<file path="src/design/addr_tenure_pkg.sv">
// Package: constants for the address tenure, snoop and parity block
package addr_tenure_pkg;
   localparam int ADDR_W = 32;
   localparam int PAR_W = 4;
   localparam int BYTE_W = 8;
   localparam int TAG_W = 4;
   // Receiver tag sits in bits 28..31 of the identifier (bit 0 is MSB)
   localparam int PID_TAG_LSB = 0;
   localparam int ERR_ASSERT_DLY = 2;
   localparam int ERR_FLOAT_DLY = 3;
   localparam logic [ADDR_W-1:0] ADDR_RST = 32'h0000_0000;
   localparam logic [PAR_W-1:0] PAR_RST = 4'hF;
   localparam logic [TAG_W-1:0] TAG_RST = 4'h0;
   localparam logic [1:0] DLY_RST = 2'h0;
   // Receiver tag and reply flag positions within packet 0
   localparam int REPLY_TAG_LSB = 0;
   localparam int REPLY_FLAG_BIT = 31;

   typedef enum logic [1:0] {
      OP_NONE,
      OP_MEM,
      OP_IO
   } op_kind_t;

   typedef enum {
      ST_IDLE,
      ST_MEM_START,
      ST_IO_BEAT0,
      ST_IO_BEAT1,
      ST_WAIT_ACK,
      ST_RELEASE
   } mst_state_t;

   // Odd parity per byte: bit i covers the i-th byte from the MSB end
   function automatic logic [PAR_W-1:0] odd_parity(input logic [ADDR_W-1:0] a);
      logic [PAR_W-1:0] p;
      p = '0;
      for (int i = 0; i < PAR_W; i++) begin
         p[PAR_W-1-i] = ~(^a[i*BYTE_W +: BYTE_W]);
      end
      return p;
   endfunction : odd_parity
endpackage : addr_tenure_pkg

</file>
<file path="src/design/addr_parity_check.sv">
// Checks odd address parity on a snooped beat and times the error pin
`timescale 1ns/1ps
module addr_parity_check
   import addr_tenure_pkg::*;
(
   input wire logic clk,
   input wire logic rst_n,
   input wire logic sample,
   input wire logic [addr_tenure_pkg::ADDR_W-1:0] addr_in,
   input wire logic [addr_tenure_pkg::PAR_W-1:0] par_in,
   input wire logic check_en,
   output logic par_err_oe,
   output logic checkstop
);
   logic bad_d;
   logic bad_q;

   assign bad_d = sample && (odd_parity(addr_in) != par_in);

   // Strobe cycle is 0; this flop and the top stage put the pin in cycle 2
   always_ff @(posedge clk or negedge rst_n) begin
      if (!rst_n) begin
         bad_q <= 1'b0;
      end else begin
         bad_q <= bad_d;
      end
   end

   // One clock wide, so the pin floats again in cycle 3
   assign par_err_oe = bad_q;

   // Checkstop is sticky until reset
   always_ff @(posedge clk or negedge rst_n) begin
      if (!rst_n) begin
         checkstop <= 1'b0;
      end else if (bad_q && check_en) begin
         checkstop <= 1'b1;
      end
   end
endmodule : addr_parity_check

</file>
<file path="src/design/io_reply_match.sv">
// Matches a snooped I/O reply tag against the processor identifier
`timescale 1ns/1ps
module io_reply_match
   import addr_tenure_pkg::*;
(
   input wire logic clk,
   input wire logic rst_n,
   input wire logic sample,
   input wire logic [addr_tenure_pkg::ADDR_W-1:0] addr_in,
   input wire logic [addr_tenure_pkg::TAG_W-1:0] proc_tag,
   output logic reply_hit
);
   logic is_reply;
   logic tag_eq;

   assign is_reply = addr_in[REPLY_FLAG_BIT];
   assign tag_eq = addr_in[REPLY_TAG_LSB +: TAG_W] == proc_tag;

   always_ff @(posedge clk or negedge rst_n) begin
      if (!rst_n) begin
         reply_hit <= 1'b0;
      end else begin
         reply_hit <= sample && is_reply && tag_eq;
      end
   end
endmodule : io_reply_match

</file>
<file path="src/design/addr_tenure.sv">
// Address tenure master, snoop capture and address parity for the system bus
//
// Behaviour
// - An I/O operation mastered here asserts the extended start strobe on its first beat.
// - The extended start output stays negated for every memory transaction mastered here.
// - Extended start asserts with address busy, negates a clock later, floats when busy ends.
// - A sampled external extended start triggers a reply tag check against the identifier.
// - The 32 address lines are driven when master and sampled when snooping.
// - Memory operations drive the physical address, quad-word-aligned for bursts only.
// - Memory address drives after a qualified grant and floats a clock after acknowledge.
// - I/O operations use two packets: control and tag for one cycle, then data address held until acknowledge.
// - I/O beat 0 follows the grant, beat 1 the next clock, float after acknowledge.
// - When not master only the first I/O beat is snooped and checked; the second is ignored.
// - One odd parity bit per address byte, bit 0 covering the top byte.
// - Parity lines share the drive and float timing of the address lines.
// - Enabled checking enters checkstop on even parity of any snooped byte.
// - The parity error pin asserts two clocks after the strobe and floats in the third.
// - Address busy negates in the clock after acknowledge is asserted.
`timescale 1ns/1ps
module addr_tenure
   import addr_tenure_pkg::*;
(
   input wire logic clk,
   input wire logic rst_n,
   // Request from the core
   input wire logic req_valid,
   input wire addr_tenure_pkg::op_kind_t req_kind,
   input wire logic req_burst,
   input wire logic [addr_tenure_pkg::ADDR_W-1:0] req_addr,
   input wire logic [addr_tenure_pkg::ADDR_W-1:0] req_ctrl,
   output logic req_ready,
   output logic tenure_done,
   // Configuration
   input wire logic [addr_tenure_pkg::ADDR_W-1:0] proc_ident_reg,
   input wire logic checkstop_enable_reg,
   // Arbitration
   input wire logic bus_grant_n,
   input wire logic addr_bus_busy_n_in,
   output logic addr_bus_busy_n_out,
   output logic addr_bus_busy_n_oe,
   input wire logic addr_ack_n,
   input wire logic global_snoop_n,
   // Transfer starts
   input wire logic mem_xfer_start_n_in,
   output logic mem_xfer_start_n_out,
   output logic mem_xfer_start_n_oe,
   input wire logic ext_xfer_start_n_in,
   output logic ext_xfer_start_n_out,
   output logic ext_xfer_start_n_oe,
   // Address and parity
   input wire logic [addr_tenure_pkg::ADDR_W-1:0] addr_in,
   output logic [addr_tenure_pkg::ADDR_W-1:0] addr_out,
   output logic addr_oe,
   input wire logic [addr_tenure_pkg::PAR_W-1:0] addr_parity_in,
   output logic [addr_tenure_pkg::PAR_W-1:0] addr_parity_out,
   output logic addr_parity_oe,
   // Open-drain error pin: driven low while enabled
   output logic addr_parity_err_n_out,
   output logic addr_parity_err_n_oe,
   // Snoop results
   output logic snoop_valid,
   output logic [addr_tenure_pkg::ADDR_W-1:0] snoop_addr,
   output logic io_reply_hit,
   output logic checkstop
);
   localparam logic [ADDR_W-1:0] QUAD_MASK = 32'hFFFF_FFF0;

   // Burst starts on the quad-word holding the critical word
   function automatic logic [ADDR_W-1:0] burst_align(input logic [ADDR_W-1:0] a,
      input logic burst);
      return burst ? (a & QUAD_MASK) : a;
   endfunction : burst_align

   mst_state_t state_q;
   logic kind_io_q;
   logic [ADDR_W-1:0] addr_hold_q;
   logic qual_grant;
   logic ack_seen;
   logic snoop_mem;
   logic snoop_io;
   logic check_beat;
   logic par_err_oe;
   logic hit;
   logic stop;
   logic start_tenure;
   logic busy_ends;
   logic [ADDR_W-1:0] mem_addr;

   // Grant counts only while nobody else holds the bus and we are idle
   assign qual_grant = !bus_grant_n && addr_bus_busy_n_in && (state_q == ST_IDLE);
   assign ack_seen = !addr_ack_n;
   assign start_tenure = qual_grant && req_valid && (req_kind != OP_NONE);
   // Busy only negates for a tenure we are still driving
   assign busy_ends = ack_seen && addr_bus_busy_n_oe && !addr_bus_busy_n_out;
   assign mem_addr = burst_align(req_addr, req_burst);

   // Not master: memory snoops need global, I/O first beat always
   assign snoop_mem = !mem_xfer_start_n_in && !global_snoop_n && (state_q == ST_IDLE);
   assign snoop_io = !ext_xfer_start_n_in && (state_q == ST_IDLE);
   assign check_beat = snoop_mem || snoop_io;

   always_ff @(posedge clk or negedge rst_n) begin
      if (!rst_n) begin
         state_q <= ST_IDLE;
      end else begin
         case (state_q)
            ST_IDLE: begin
               if (qual_grant && req_valid && req_kind == OP_MEM) begin
                  state_q <= ST_MEM_START;
               end else if (qual_grant && req_valid && req_kind == OP_IO) begin
                  state_q <= ST_IO_BEAT0;
               end
            end
            ST_MEM_START: begin
               if (ack_seen) begin
                  state_q <= ST_RELEASE;
               end else begin
                  state_q <= ST_WAIT_ACK;
               end
            end
            ST_IO_BEAT0: begin
               if (ack_seen) begin
                  state_q <= ST_RELEASE;
               end else begin
                  state_q <= ST_IO_BEAT1;
               end
            end
            ST_IO_BEAT1: begin
               if (ack_seen) begin
                  state_q <= ST_RELEASE;
               end else begin
                  state_q <= ST_WAIT_ACK;
               end
            end
            ST_WAIT_ACK: begin
               if (ack_seen) begin
                  state_q <= ST_RELEASE;
               end else begin
                  state_q <= ST_WAIT_ACK;
               end
            end
            ST_RELEASE: state_q <= ST_IDLE;
            default: state_q <= ST_IDLE;
         endcase
      end
   end

   // Operation kind and data address latched at grant
   always_ff @(posedge clk or negedge rst_n) begin
      if (!rst_n) begin
         kind_io_q <= 1'b0;
         addr_hold_q <= ADDR_RST;
      end else if (qual_grant && req_valid) begin
         kind_io_q <= (req_kind == OP_IO);
         addr_hold_q <= mem_addr;
      end
   end

   // Address and parity drive; pins reflect the state one clock later
   always_ff @(posedge clk or negedge rst_n) begin
      if (!rst_n) begin
         addr_out <= ADDR_RST;
         addr_oe <= 1'b0;
         addr_parity_out <= PAR_RST;
         addr_parity_oe <= 1'b0;
      end else begin
         if (qual_grant && req_valid) begin
            if (req_kind == OP_IO) begin
               addr_out <= req_ctrl;
               addr_parity_out <= odd_parity(req_ctrl);
            end else begin
               addr_out <= mem_addr;
               addr_parity_out <= odd_parity(mem_addr);
            end
            addr_oe <= (req_kind != OP_NONE);
            addr_parity_oe <= (req_kind != OP_NONE);
         end else if (state_q == ST_IO_BEAT0) begin
            addr_out <= addr_hold_q;
            addr_parity_out <= odd_parity(addr_hold_q);
            addr_oe <= !ack_seen;
            addr_parity_oe <= !ack_seen;
         end else if (ack_seen || state_q == ST_RELEASE) begin
            addr_oe <= 1'b0;
            addr_parity_oe <= 1'b0;
         end
      end
   end

   // Address busy: asserts with the first beat, negates after acknowledge
   always_ff @(posedge clk or negedge rst_n) begin
      if (!rst_n) begin
         addr_bus_busy_n_out <= 1'b1;
         addr_bus_busy_n_oe <= 1'b0;
      end else if (start_tenure) begin
         addr_bus_busy_n_out <= 1'b0;
         addr_bus_busy_n_oe <= 1'b1;
      end else begin
         if (busy_ends) begin
            addr_bus_busy_n_out <= 1'b1;
         end
         if (state_q == ST_RELEASE) begin
            addr_bus_busy_n_oe <= 1'b0;
         end
      end
   end

   // Memory start: one clock wide, floated as busy negates
   always_ff @(posedge clk or negedge rst_n) begin
      if (!rst_n) begin
         mem_xfer_start_n_out <= 1'b1;
         mem_xfer_start_n_oe <= 1'b0;
      end else if (start_tenure) begin
         mem_xfer_start_n_out <= (req_kind != OP_MEM);
         mem_xfer_start_n_oe <= 1'b1;
      end else begin
         mem_xfer_start_n_out <= 1'b1;
         if (busy_ends || state_q == ST_RELEASE) begin
            mem_xfer_start_n_oe <= 1'b0;
         end
      end
   end

   // Extended start: negated through memory tenures, floated as busy negates
   always_ff @(posedge clk or negedge rst_n) begin
      if (!rst_n) begin
         ext_xfer_start_n_out <= 1'b1;
         ext_xfer_start_n_oe <= 1'b0;
      end else if (start_tenure) begin
         ext_xfer_start_n_out <= (req_kind != OP_IO);
         ext_xfer_start_n_oe <= 1'b1;
      end else begin
         ext_xfer_start_n_out <= 1'b1;
         if (busy_ends || state_q == ST_RELEASE) begin
            ext_xfer_start_n_oe <= 1'b0;
         end
      end
   end

   // Core handshake
   always_ff @(posedge clk or negedge rst_n) begin
      if (!rst_n) begin
         req_ready <= 1'b0;
         tenure_done <= 1'b0;
      end else begin
         req_ready <= start_tenure;
         tenure_done <= (state_q != ST_IDLE) && (state_q != ST_RELEASE) && ack_seen;
      end
   end

   // Snoop capture of the first beat only
   always_ff @(posedge clk or negedge rst_n) begin
      if (!rst_n) begin
         snoop_valid <= 1'b0;
         snoop_addr <= ADDR_RST;
      end else begin
         snoop_valid <= check_beat;
         if (check_beat) begin
            snoop_addr <= addr_in;
         end
      end
   end

   // Reply flag and tag positions in packet 0 are a local choice
   io_reply_match u_match (
      .clk(clk),
      .rst_n(rst_n),
      .sample(snoop_io),
      .addr_in(addr_in),
      .proc_tag(proc_ident_reg[PID_TAG_LSB +: TAG_W]),
      .reply_hit(hit)
   );

   addr_parity_check u_par (
      .clk(clk),
      .rst_n(rst_n),
      .sample(check_beat),
      .addr_in(addr_in),
      .par_in(addr_parity_in),
      .check_en(checkstop_enable_reg),
      .par_err_oe(par_err_oe),
      .checkstop(stop)
   );

   // Extra stage keeps outputs on flops; error pin lands in cycle 2
   always_ff @(posedge clk or negedge rst_n) begin
      if (!rst_n) begin
         io_reply_hit <= 1'b0;
         checkstop <= 1'b0;
         addr_parity_err_n_out <= 1'b1;
         addr_parity_err_n_oe <= 1'b0;
      end else begin
         io_reply_hit <= hit;
         checkstop <= stop;
         addr_parity_err_n_out <= !par_err_oe;
         addr_parity_err_n_oe <= par_err_oe;
      end
   end
endmodule : addr_tenure

</file>
<file path="config.mk">
export PLATFORM = sky130hd
export DESIGN_NAME = addr_tenure
export DESIGN_NICKNAME = d
export VERILOG_FILES = /design/src/design/addr_tenure_pkg.sv /design/src/design/addr_parity_check.sv /design/src/design/io_reply_match.sv /design/src/design/addr_tenure.sv
export SDC_FILE = /design/constraint.sdc
export NUM_CORES = 1
export LEC_CHECK = 0
export BUFFER_PORTS_ARGS = -buffer_cell sky130_fd_sc_hd__buf_2
export CAP_MARGIN = 0
export CORE_UTILIZATION = 50
export DETAILED_ROUTE_END_ITERATION = 7
export GPL_TIMING_DRIVEN = 0
export HOLD_SLACK_MARGIN = 0.02
export PLACE_DENSITY_LB_ADDON = 0.3
export SLEW_MARGIN = 20
export SYNTH_ARGS = -nofsm -noshare
export SYNTH_HDL_FRONTEND = slang
export SYNTH_SLANG_ARGS = --single-unit
</file>
<file path="constraint.sdc">
create_clock -name clk -period 1.9 [get_ports clk]
set_input_delay 0.38 -clock clk [delete_from_list [all_inputs] [get_ports clk]]
set_output_delay 0.38 -clock clk [all_outputs]
set_load 0.1 [all_outputs]
</file>
* Word level (Yosys, flattened, before mapping)
Cells that the tools add are included.
** Word-level totals
- Memory bits (writable) :: 0
- Logic and storage cells :: 127
- Output and inout bits :: 83
- Memories :: 0
- Register bits :: 148
- Bits in latches :: 0
- Memory bits (read-only) :: 0
** Operators by class
- Bitwise gates (word level) :: 16
- Muxes and demuxes :: 23
- $lt $le $gt $ge :: 0
- Shift-type cells :: 0
- $add $sub $neg :: 0
- Eq/ne operators :: 14
- Reductions and logical operators :: 53
- Divide/modulo/power cells :: 0
- $mul :: 0
** Operator list (number)
- two-way mux 32 bit :: 5
- XOR reduction 8 bit :: 16
- one-hot mux 32 bit (3 select lines) :: 1
- == test 32 x 2 -> 1 bit, second input constant :: 2
- == test 32 x 3 -> 1 bit, second input constant :: 2
- logical NOT 32 bit :: 2
- == test 32 x 1 -> 1 bit, second input constant :: 1
- == test 32 x 4 -> 1 bit, second input constant :: 1
- inequality test 32 x 4 -> 1 bit, second input constant :: 1
- nonzero test 32 bit :: 1
- logical AND 1 bit :: 17
- two-way mux 4 bit :: 4
- inverter 1 bit :: 16
- two-way mux 1 bit :: 12
- nonzero test 2 bit :: 5
- logical NOT 1 bit :: 7
- == test 4 bit :: 1
- inequality test 4 bit :: 1
- logical OR 1 bit :: 3
- two-way mux 3 bit :: 1
- inequality test 3 bit, second input constant :: 1
- nonzero test 3 bit :: 1
- OR reduction 3 bit :: 1
- == test 2 x 1 -> 1 bit, second input constant :: 1
- other kinds (3) :: 3

* Longest topological paths before layout
Gate-level depths: netlist (run 1).
- Word-level depth :: 8
- Depth in mapped cells :: 7

* Modules after synthesis
Synthesis (run 1) repeated with hierarchy kept, for this count alone.
** Unflattened totals
- Cell total of the unflattened synthesis :: 675
- Area, all modules :: 6232.2 µm²
** Modules (own cells, without submodules)
- addr_tenure :: area an instance 5784.3 µm², seq. area each 2912.8 µm², instances 1, cells an instance 636
- addr_parity_check :: area an instance 370.4 µm², seq. area each 50.0 µm², instances 1, cells an instance 32
- io_reply_match :: area an instance 77.6 µm², seq. area each 25.0 µm², instances 1, cells an instance 7

* Least setup slack after synthesis (run 1)
OpenSTA, ideal clock, no wires.
- Kind :: reg-to-output
- Start :: reg addr_parity_oe
- End :: out addr_parity_oe
- Path buffers :: 1
- Arrival :: 1.340 ns
- Required time :: 1.520 ns
- Setup slack :: 0.180 ns
- Stages on the path, launching flop included :: 2
- Path through :: dfrtp_1 > buf_4
** RTL lines
- from (decl) :: RTL line addr_tenure.sv:56 : output logic addr_parity_oe,
- from (signal assigned) :: RTL line addr_tenure.sv:176 : addr_parity_oe <= (req_kind != OP_NONE);
- from (signal assigned) :: RTL line addr_tenure.sv:181 : addr_parity_oe <= !ack_seen;
No word-level cell between the ends.

* Worst setup path after layout (run 1)
- Start :: reg addr_parity_out[0] (netlist name)
- End :: out addr_parity_out[0] (netlist name)
** RTL lines
- from (decl) :: RTL line addr_tenure.sv:55 : output logic [addr_tenure_pkg::PAR_W-1:0] addr_parity_out,
- from (signal assigned) :: RTL line addr_tenure.sv:170 : addr_parity_out <= odd_parity(req_ctrl);
- from (signal assigned) :: RTL line addr_tenure.sv:173 : addr_parity_out <= odd_parity(mem_addr);
- from (signal assigned) :: RTL line addr_tenure.sv:179 : addr_parity_out <= odd_parity(addr_hold_q);
No word-level cell between the ends.

==> results of run 1 <==
-- final cells by class --
type | instances | area, um^2
buffer | 39 | 215.2
multi-input combinational | 551 | 2983
timing repair buffer | 201 | 1040
tap | 168 | 210.2
clock inverter | 4 | 45.04
sequential | 119 | 2988
clock buffer | 26 | 489.2
fill | 1065 | 4073
inverter | 5 | 18.77
-- cells by family after synthesis --
| logic type | synth area share, % |
|---|---|
| DFF | 48.15 |
| xor gates and xnor gates | 16.94 |
| muxes | 0.9881 |
| buffers and inverters | 3.771 |
| and+or+nand+nor | 19.30 |
| AOI/OAI and AO/OA | 10.85 |
-- worst max path at each step --
stage | from | to
2_1_floorplan | addr_parity_oe | addr_parity_oe
3_3_place_gp | rst_n | snoop_addr[14]
3_5_place_dp | req_valid | addr_out[4]
4_1_cts | state_q[1] | addr_out[21]
5_1_grt | state_q[1] | addr_out[21]
6_report | addr_parity_out[0] | addr_parity_out[0]
-- cell usage in the layout (no fill, tap or decap), drive strengths merged, types with 2 or more instances in the layout --
cell,count
xnor2,111
dfrtp,111
nand2,282
a21oi,61
clkinv,3
a31oi,4
nand3b,2
inv,5
nor2,10
xor2,9
buf,229
nand2b,3
o21ai,39
clkbuf,36
a211oi,4
a21o,2
mux2i,5
o22ai,6
dfstp,8
-- registers in the layout, summed over array words and instances (netlist names), 3 cells and up --
name and cells:
addr_hold_q 32, state_q 3, snoop_addr 32, addr_parity_out 4
addr_out 32
-- synthesized netlist by cell type --
master	instances
nor2_1	9
mux2i_1	5
and2_1	1
a31oi_1	4
buf_4	8
and3_1	1
buf_6	2
xnor2_1	111
o21ai_0	14
a21boi_1	1
buf_2	19
nand2_1	280
nand3b_1	2
a211oi_2	4
nor2_2	1
a21oi_1	61
o22ai_1	6
dfrtp_1	111
nand2_2	2
nand2b_1	3
dfstp_2	8
inv_2	1
o21ai_2	1
a21o_1	2
o21ai_1	24
a32oi_1	1
and3b_1	1
o21a_1	1
inv_1	4
and4b_1	1
clkbuf_1	10
xor2_1	9
mux2_2	1
o311ai_0	1
nor4_1	1
nor3_4	1
nor2b_1	1
a41oi_1	1
-- routing by layer --
layer	up-vias	share of wire [%]	track usage (%)
li1	2726	-	-
met1	2603	45	35.37
met2	205	46	41.88
met3	26	6.6	7.014
met4	0	2.0	9.825
met5	-	0	0
-- timing repair --
item | 4_1_cts | 5_1_grt
hold endpoints to repair | 61 | 0
hold buffers | 1 | 0
setup buffers | 0 | 0
-- where the power goes --
part / leakage [nW] / total [mW] / internal (mW) / switching [mW]
Combinational: 2.27 / 9.68 / 2.19 / 7.49
Clock: 0.264 / 2.93 / 1.88 / 1.05
Sequential: 1.48 / 4.36 / 3.65 / 0.706
Total: 4.01 / 17.0 / 7.72 / 9.25
-- through the flow --
| stage | utilization, % | hold slack (ps) |
|---|---|---|
| detailed placement | 61.72 | 341.0 |
| CTS | 66.23 | 165.2 |
| global placement | 61.44 | 332.1 |
| finish | 66.23 | 176.1 |
| floorplan | - | 84.41 |
| global route | 66.23 | 173.0 |
==> results.ini, run 1 <==
[logic_synthesis]
syn-mean-instance-area_um2 = 8.690
share_of_yosys_cell_area_claimed_by_the_top_area_cell_type_pct = 44.77
post_synth_main_area_contributors = dfrtp_1 45%, nand2_1 17%, xnor2_1 16%
synth_area_um2 = 6205
synth.distinct_cells = 38
netlist.top_cell.by_area = dfrtp_1
syn_nets = 859
synthesis.yosys.warnings = 0
synth-seq-area-share_pct = 48.15
ys_ff_latch = 119
post_synth_inst_count = 714

[grt]
grt_max_degree = 68
first_pass_grt_wire_length_um = 26010
first_global_vias = 5271
grt.total_usage_pct = 26.53
antenna_found_initial = 0
grt-ovfl-total = 0

[critical_path]
path_buf_inv = 1
critical_path.top_delay_family = flip-flops
r2r_setup_slack_ps = 140
slowest_delay_ps = 530
critical_path.max_fanout = 2
crit_type = reg -> out
r2r_cells = 7
cp_data_arrival_time_ps = 1380
critical_path.endpoint_type = primary output
cp.depth = 1
r2r-start = state_q[1]
regToRegEndpoint = addr_out[21]
critPathLaunchType = register
slowest_stage = dfstp_2
endpoint_required_time_on_the_critical_path_ps = 1520
path_cells = buf_2

[sta]
timing.final.hold_violations = 0
min_period_over_period_pct = 92.62
max_slew.worst_pin.slew_ps = 626.5
unrepaired_setup_endpoints_after_global_routing = false
finalSetupViolations = 0
fin_crit_ps = 1760
tns_setup_ps = 0
timing.fmax_mhz = 568.3
final.setup.worst_slack_ps = 140.2
fin_skew_ps = 5.139
drv_slew = 0
worst_slew_margin_rel_pct = 58.23

[power_and_ir_drop]
total_leakage_power_nw = 4.014
cellPowerDensity_nw_per_um2 = 2125
fin_total_pwr_mw = 16.97
vdd_ir_drop_max_uv = 1540

[drt]
route.detailed.vias_per_inst = 4.996
drt-initial-drc-count = 369
wl_per_cell_um = 14.61
drt_pass1_iterations = 5
route.vias.total = 5560
drtAntennaViolNets = 0
totalWireLength_um = 16260
drc = 0

[final_layout]
nNetsFinal = 1079
num_antenna_cells = 0
finalNonFillerCells = 1113
area_delta_synth_final_pct = 28.76
finalInstanceArea_um2 = 7989
layout_cell_share_with_drive_strength_beyond_1_pct = 28.78

[cts]
cts.htree.levels = 4
cts_sinks = 119
cts-buffers-inserted = 17
clock_tree.root_cell = clkbuf_16
count_of_instances_resized_after_the_clock_tree_is_built = 0
clkSlewWorstSetupHoldPaths_ps = 50
clock_latency_ps = 410
cts_tree = yes
cts_buffer_depth = 2

[floorplan]
initial_core_util_pct = 51.44
core_area_um2 = 12060
chip_height_um = 113.4
die-area_um2 = 12860
dieWidth_um = 113.4
i_o_pins = 228
row_count = 40

[hold_path]
timing.hold.worst_endpoint = u_par.checkstop
min_delay_path_depth = 2
hold_class = in -> reg
min_from = checkstop_enable_reg

[job]
max_cap_viol_count = 0

[status]
outcome = completed

[placement]
post-dp-hpwl_um = 12000
area_post_placement_um2 = 7445
port_buffers = 199
dpl_worst_slack_ps = -31.18
dp.cells = 1082
routabilityCongestion = 0.8079

No activity file was read; power rests on OpenSTA's default activity.
==> run 2: changes to the inputs <==
Settings changed: ABC_AREA set to 1, CORE_UTILIZATION 50 to 51.
==> run 2 against run 1 <==
Net effect:
- wire length increased by 3.2%
- synthesized cell count increased by 19%
- cell count increased by 13%
- sequential cell count unchanged
- fmax decreased by 2.7%
- worst setup slack got worse by 49 ps
- clock skew increased by 2.6 ps
- non-clock buffer count decreased by 8
- final area increased by 6.0%
- via count increased by 11%
- critical endpoint is now addr_out[30]
- largest cell class is now multi-input combinational cells
==> results.ini, run 2 <==
[status]
outcome = completed

[floorplan]
initial_core_util_pct = 52.39  ; +0.95 points
i_o_pins = 228  ; unchanged
core_area_um2 = 12620  ; +4.6%
chip_height_um = 115.9  ; +2.2%
dieWidth_um = 115.9  ; +2.2%
die-area_um2 = 13420  ; +4.4%
row_count = 41  ; +2.5%

[sta]
max_slew.worst_pin.slew_ps = 551.6  ; -74.87 ps
fin_crit_ps = 1808  ; +48.67 ps
unrepaired_setup_endpoints_after_global_routing = true
timing.final.hold_violations = 0  ; unchanged
worst_slew_margin_rel_pct = 63.22  ; +5.0 points
timing.fmax_mhz = 553.0  ; -2.7%
final.setup.worst_slack_ps = 91.56  ; -48.67 ps
drv_slew = 0  ; unchanged
min_period_over_period_pct = 95.18  ; +2.6 points
tns_setup_ps = 0  ; unchanged
finalSetupViolations = 0  ; unchanged
fin_skew_ps = 7.745  ; +2.606 ps

[logic_synthesis]
synth.distinct_cells = 37  ; -2.6%
count_of_flip_flops_with_a_built_in_enable_after_synthesis = 0  ; unchanged
ys_ff_latch = 119  ; unchanged
share_of_yosys_cell_area_claimed_by_the_top_area_cell_type_pct = 42.01  ; -2.8 points
netlist.top_cell.by_area = dfrtp_1
leading_register_cell_type_out_of_synthesis = dfrtp_1
async_reset_ff_share_pct = 100.0  ; unchanged
yosys-top-cells-count = 309 x nand2_1, 111 x dfrtp_1, 67 x xnor2_1, 65 x inv_1, 56 x nor2_1
most_frequent_cell_after_synthesis = nand2_1
post_synth_inst_count = 849  ; +19%
synth_area_um2 = 6611  ; +6.6%
synthesis.yosys.warnings = 0  ; unchanged
syn-mean-instance-area_um2 = 7.787  ; -10%
syn_nets = 994  ; +16%
post_synth_main_area_contributors = dfrtp_1 42%, nand2_1 18%, xnor2_1 8.9%
synth-seq-area-share_pct = 45.19  ; -3.0 points

[cts]
clock_latency_ps = 400  ; about the same
clock_tree.root_cell = clkbuf_16
cts_buffer_depth = 2  ; unchanged
clkSlewWorstSetupHoldPaths_ps = 50  ; about the same
cts.htree.levels = 4  ; unchanged
cts_tree = yes
cts-buffers-inserted = 17  ; unchanged
cts_sinks = 119  ; unchanged

[critical_path]
critPathLaunchType = register
critical_path.max_fanout = 10  ; +8
r2r_setup_slack_ps = 90  ; -50 ps
endpoint_required_time_on_the_critical_path_ps = 2170  ; +650 ps
cp_data_arrival_time_ps = 2070  ; +690 ps
crit_type = reg -> reg
critical_path.endpoint_type = register

[drt]
route.vias.total = 6180  ; +11%
drt_pass1_iterations = 5  ; unchanged
drtAntennaViolNets = 0  ; unchanged
wl_per_cell_um = 13.35  ; -8.6%
route.detailed.vias_per_inst = 4.916  ; -1.6%
drc = 0  ; unchanged
totalWireLength_um = 16780  ; +3.2%
drt-initial-drc-count = 407  ; +10%

[grt]
grt-ovfl-total = 0  ; unchanged
grt.total_usage_pct = 26.37  ; -0.17 points
grt_max_degree = 82  ; +21%
antenna_found_initial = 1  ; +1
first_global_vias = 5926  ; +12%
first_pass_grt_wire_length_um = 26970  ; +3.7%

[final_layout]
commonest_non_fill_non_tap_cell_in_the_layout = nand2_1
finalNonFillerCells = 1257  ; +13%
largestRegisters = addr_hold_q: 32 flops, addr_out: 32 flops, snoop_addr: 32 flops
area_delta_synth_final_pct = 28.12
layout.cells.most_common_list = 309 x nand2_1, 205 x buf_2, 111 x dfrtp_1
num_antenna_cells = 0  ; unchanged
layout_cell_share_with_drive_strength_beyond_1_pct = 26.36  ; -2.4 points
nNetsFinal = 1217  ; +13%
fill_cells = 1061  ; -0.38%

[placement]
port_buffers = 199  ; unchanged
routabilityCongestion = 0.8356  ; +3.4%
dp.cells = 1221  ; +13%
dpl_worst_slack_ps = -164.8  ; -133.6 ps
post-dp-hpwl_um = 12780  ; +6.5%

[hold_path]
hold_class = in -> reg

[job]
max_cap_viol_count = 0  ; unchanged

[run 2: cell count changes in the layout (fill, tap and decap cells not counted), sizes merged, moves of 5 or more]
cell,delta
xor2,+9
buf,-6
inv,+65
a31oi,+25
o22ai,-6
nand2,+37
xnor2,-44
nand2b,+10
mux2i,-5
nor2,+50
or2,+5
a21oi,-54
o21ai,+28
nand3,+33
[run 2: kinds of logic (layout without fill, tap and decap cells)]
group	Yosys count	after routing	share of synthesized area, %
simple gates	439	439	27.37
xor+xnor	85	85	11.26
compound gates	108	108	9.141
flops	119	119	45.19
buf+inv	98	334	7.040
[run 2: final cells by class]
| class | count | area (um^2) | area share (%) |
|---|---|---|---|
| clock inverter | 3 | 40.04 | 0.4727 |
| buffer | 28 | 209.0 | 2.467 |
| multi-input combinational | 632 | 3161 | 37.31 |
| tap | 172 | 215.2 | 2.541 |
| timing repair buffer | 204 | 1062 | 12.54 |
| sequential | 119 | 2988 | 35.27 |
| clock buffer | 29 | 530.5 | 6.263 |
| inverter | 70 | 265.3 | 3.131 |
[run 2: metal layers]
metal	up-vias	part of all wire, %	GRT usage (%)
met2	195	50	45.95
met3	30	6.4	7.374
li1	3132	-	-
met5	-	0.072	0
met1	2821	41	29.91
met4	2	2.3	12.39
[run 2: worst paths after layout]
check	start	end	cells past startpoint
max in group asynchronous	rst_n	addr_parity_err_n_out	3
worst max register to register	state_q[0]	addr_out[30]	10
worst min-delay path	checkstop_enable_reg	u_par.checkstop	2
min in group asynchronous	rst_n	addr_out[21]	2
worst min register to register	u_match.reply_hit	io_reply_hit	0
worst max-delay path	state_q[0]	addr_out[30]	10
[run 2: per-stage QoR]
step / hold slack [ps] / instance area, um^2 / utilization [%]
2_1_floorplan: 84.41 / 6611 / -
3_3_place_gp: 337.7 / 7823 / 61.99
3_5_place_dp: 317.4 / 7856 / 62.25
4_1_cts: 164.7 / 8439 / 66.87
5_1_grt: 192.0 / 8471 / 67.12
6_report: 180.6 / 8471 / 67.12
[run 2: repair_timing]
action / 4_1_cts / 5_1_grt
setup endpoints to repair: 21 / 15
hold buffers: 1 / 0
gates resized for setup: 1 / 6
endpoints found under the hold margin: 36 / 0
setup buffers: 0 / 3
[run 2: worst max-delay path, cell delays in order (launching register included)]
cell	delay, ps
dfrtp_1	390
nor2_1	130
inv_2	70
nor2_4	140
inv_2	100
nor2_8	140
nor2_2	80
inv_2	90
buf_6	140
buf_2	250
a31oi_1	130
Power of run 2 is left out: the tool's default activity adds up to more than one toggle a clock period on the data nets, which glitch-free logic cannot reach.
==> run 3: changes to the inputs <==
Settings changed: ABC_AREA 1 to unset, BUFFER_PORTS_ARGS -buffer_cell sky130_fd_sc_hd__buf_2 to -buffer_cell sky130_fd_sc_hd__buf_4, CORE_UTILIZATION 51 to 50.
==> run 3 against run 2 <==
Net effect:
- wire length shrank 1.4%
- cell count shrank 11%
- clock skew grew 0.99 ps
- final area grew 1.1%
- sequential cell count is the same
- critical path depth shrank 3
- via count shrank 9.2%
- global-route usage grew 0.45 points
- largest cell class is now flip-flops and latches
==> results.ini, run 3 (same netlist as run 1, synthesis figures left out) <==
[status]
outcome = completed

[hold_path]
hold_class = in -> reg
timing.hold.worst_endpoint = tenure_done
min_from = addr_ack_n
min_delay_path_depth = 2  ; unchanged

[critical_path]
endpoint_required_time_on_the_critical_path_ps = 2180  ; about the same
cp_data_arrival_time_ps = 2030  ; -40 ps
critPathLaunchType = register
critical_path.endpoint_type = register
r2r_cells = 7  ; -3
crit_type = reg -> reg
critical_path.max_fanout = 10  ; unchanged
regToRegEndpoint = addr_out[24]
r2r-start = state_q[1]
r2r_setup_slack_ps = 150  ; +60 ps

[grt]
first_pass_grt_wire_length_um = 26400  ; -2.1%
grt.total_usage_pct = 26.82  ; +0.45 points
antenna_found_initial = 0  ; -1
grt_max_degree = 77  ; -6.1%
first_global_vias = 5279  ; -11%
grt-ovfl-total = 0  ; unchanged

[cts]
setup_bufs_post_cts = 0  ; unchanged
cts-buffers-inserted = 17  ; unchanged
clock_latency_ps = 410  ; about the same
cts.htree.levels = 4  ; unchanged
clkSlewWorstSetupHoldPaths_ps = 60  ; about the same
cts_buffer_depth = 2  ; unchanged
cts_sinks = 119  ; unchanged
count_of_instances_resized_after_the_clock_tree_is_built = 0  ; -1
clock_tree.root_cell = clkbuf_16
cts_tree = yes

[placement]
dp.cells = 1082  ; -11%
post-dp-hpwl_um = 12190  ; -4.6%
routabilityCongestion = 0.8096  ; -3.1%
port_buffers = 199  ; unchanged
area_post_placement_um2 = 7940  ; +1.1%

[drt]
wl_per_cell_um = 14.84  ; +11%
route.vias.total = 5612  ; -9.2%
drt-initial-drc-count = 336  ; -17%
drc = 0  ; unchanged
route.detailed.vias_per_inst = 5.033  ; +2.4%
drtAntennaViolNets = 0  ; unchanged
totalWireLength_um = 16550  ; -1.4%
drt_pass1_iterations = 7  ; +2

[floorplan]
die-area_um2 = 12860  ; -4.2%
initial_core_util_pct = 51.44  ; -0.95 points
dieWidth_um = 113.4  ; -2.1%
chip_height_um = 113.4  ; -2.1%
row_count = 40  ; -2.4%
i_o_pins = 228  ; unchanged
core_area_um2 = 12060  ; -4.4%

[final_layout]
layout.cells.most_common_list = 280 x nand2_1, 206 x buf_4, 111 x xnor2_1, 111 x dfrtp_1, 61 x a21oi_1
nNetsFinal = 1079  ; -11%
layout_cell_share_with_drive_strength_beyond_1_pct = 29.25  ; +2.9 points
commonest_non_fill_non_tap_cell_in_the_layout = nand2_1
area_delta_synth_final_pct = 37.97
finalNonFillerCells = 1115  ; -11%
finalInstanceArea_um2 = 8561  ; +1.1%
num_antenna_cells = 0  ; unchanged
largestRegisters = addr_hold_q: 32 flops, addr_out: 32 flops, snoop_addr: 32 flops

[sta]
worst_slew_margin_rel_pct = 59.39  ; -3.8 points
unrepaired_setup_endpoints_after_global_routing = false
max_slew.worst_pin.slew_ps = 609.2  ; +57.53 ps
fin_skew_ps = 8.738  ; +0.9935 ps
timing.final.hold_violations = 0  ; unchanged
tns_setup_ps = 0  ; unchanged
finalSetupViolations = 0  ; unchanged
drv_slew = 0  ; unchanged
fin_crit_ps = 1746  ; -62.61 ps
timing.fmax_mhz = 572.8  ; +3.6%
min_period_over_period_pct = 91.89  ; -3.3 points

[power_and_ir_drop]
total_leakage_power_nw = 4.201
fin_total_pwr_mw = 17.90
cellPowerDensity_nw_per_um2 = 2091
vdd_ir_drop_max_uv = 1742

[job]
max_cap_viol_count = 0  ; unchanged

[run 3: worst max path at each step]
stage              startpoint  slack, ps             end
2_1_floorplan  addr_parity_oe        180  addr_parity_oe
3_3_place_gp        req_valid        -40    addr_out[28]
3_5_place_dp        req_valid        -70     addr_out[8]
4_1_cts            state_q[1]        140    addr_out[21]
5_1_grt            state_q[1]         60    addr_out[21]
6_report           state_q[1]        150    addr_out[24]
[run 3: stage by stage]
stage | util [%] | setup slack (ps) | hold WS [ps]
finish | 70.98 | 154.2 | 172.5
global route | 70.98 | 57.29 | 160.1
CTS | 70.98 | 142.9 | 154.4
detailed placement | 65.83 | -67.09 | 329.8
global placement | 65.57 | -40.07 | 331.9
floorplan | - | 180.4 | 84.41
[run 3: cell type report]
class,count,area [um^2]
Multi-Input combinational cell,551,2983
Inverter,5,18.77
Sequential cell,119,2988
Fill cell,952,3501
Tap cell,168,210.2
Buffer,39,215.2
Timing Repair Buffer,201,1535
Clock inverter,8,118.9
Clock buffer,24,491.7
[run 3: routing by layer]
metal  share of wire (%)  GRT usage (%)  up-vias
met5                   0              0        -
met3                 7.9          7.333       24
met2                  47          41.64      229
met1                  43          35.93     2630
met4                 1.9          10.44        0
li1                    -              -     2729
[run 3: critical path: stages, from the launching register on]
cell,delay (ps)
dfrtp_1,390
buf_2,190
nor3_4,260
nand2_2,120
buf_6,160
buf_2,200
a21oi_1,210
o21ai_1,80
[run 3: power breakdown]
group | switching (mW) | leakage [nW] | internal, mW | total, mW
clock | 1.11 | 0.304 | 2.19 | 3.30
combinational | 7.53 | 2.42 | 2.68 | 10.2
sequential | 0.734 | 1.48 | 3.65 | 4.39
total | 9.38 | 4.20 | 8.52 | 17.9
[run 3: timing repair]
action,CTS,global route
hold buffers,1,0
endpoints found under the hold margin,38,0
setup endpoints to repair,0,0
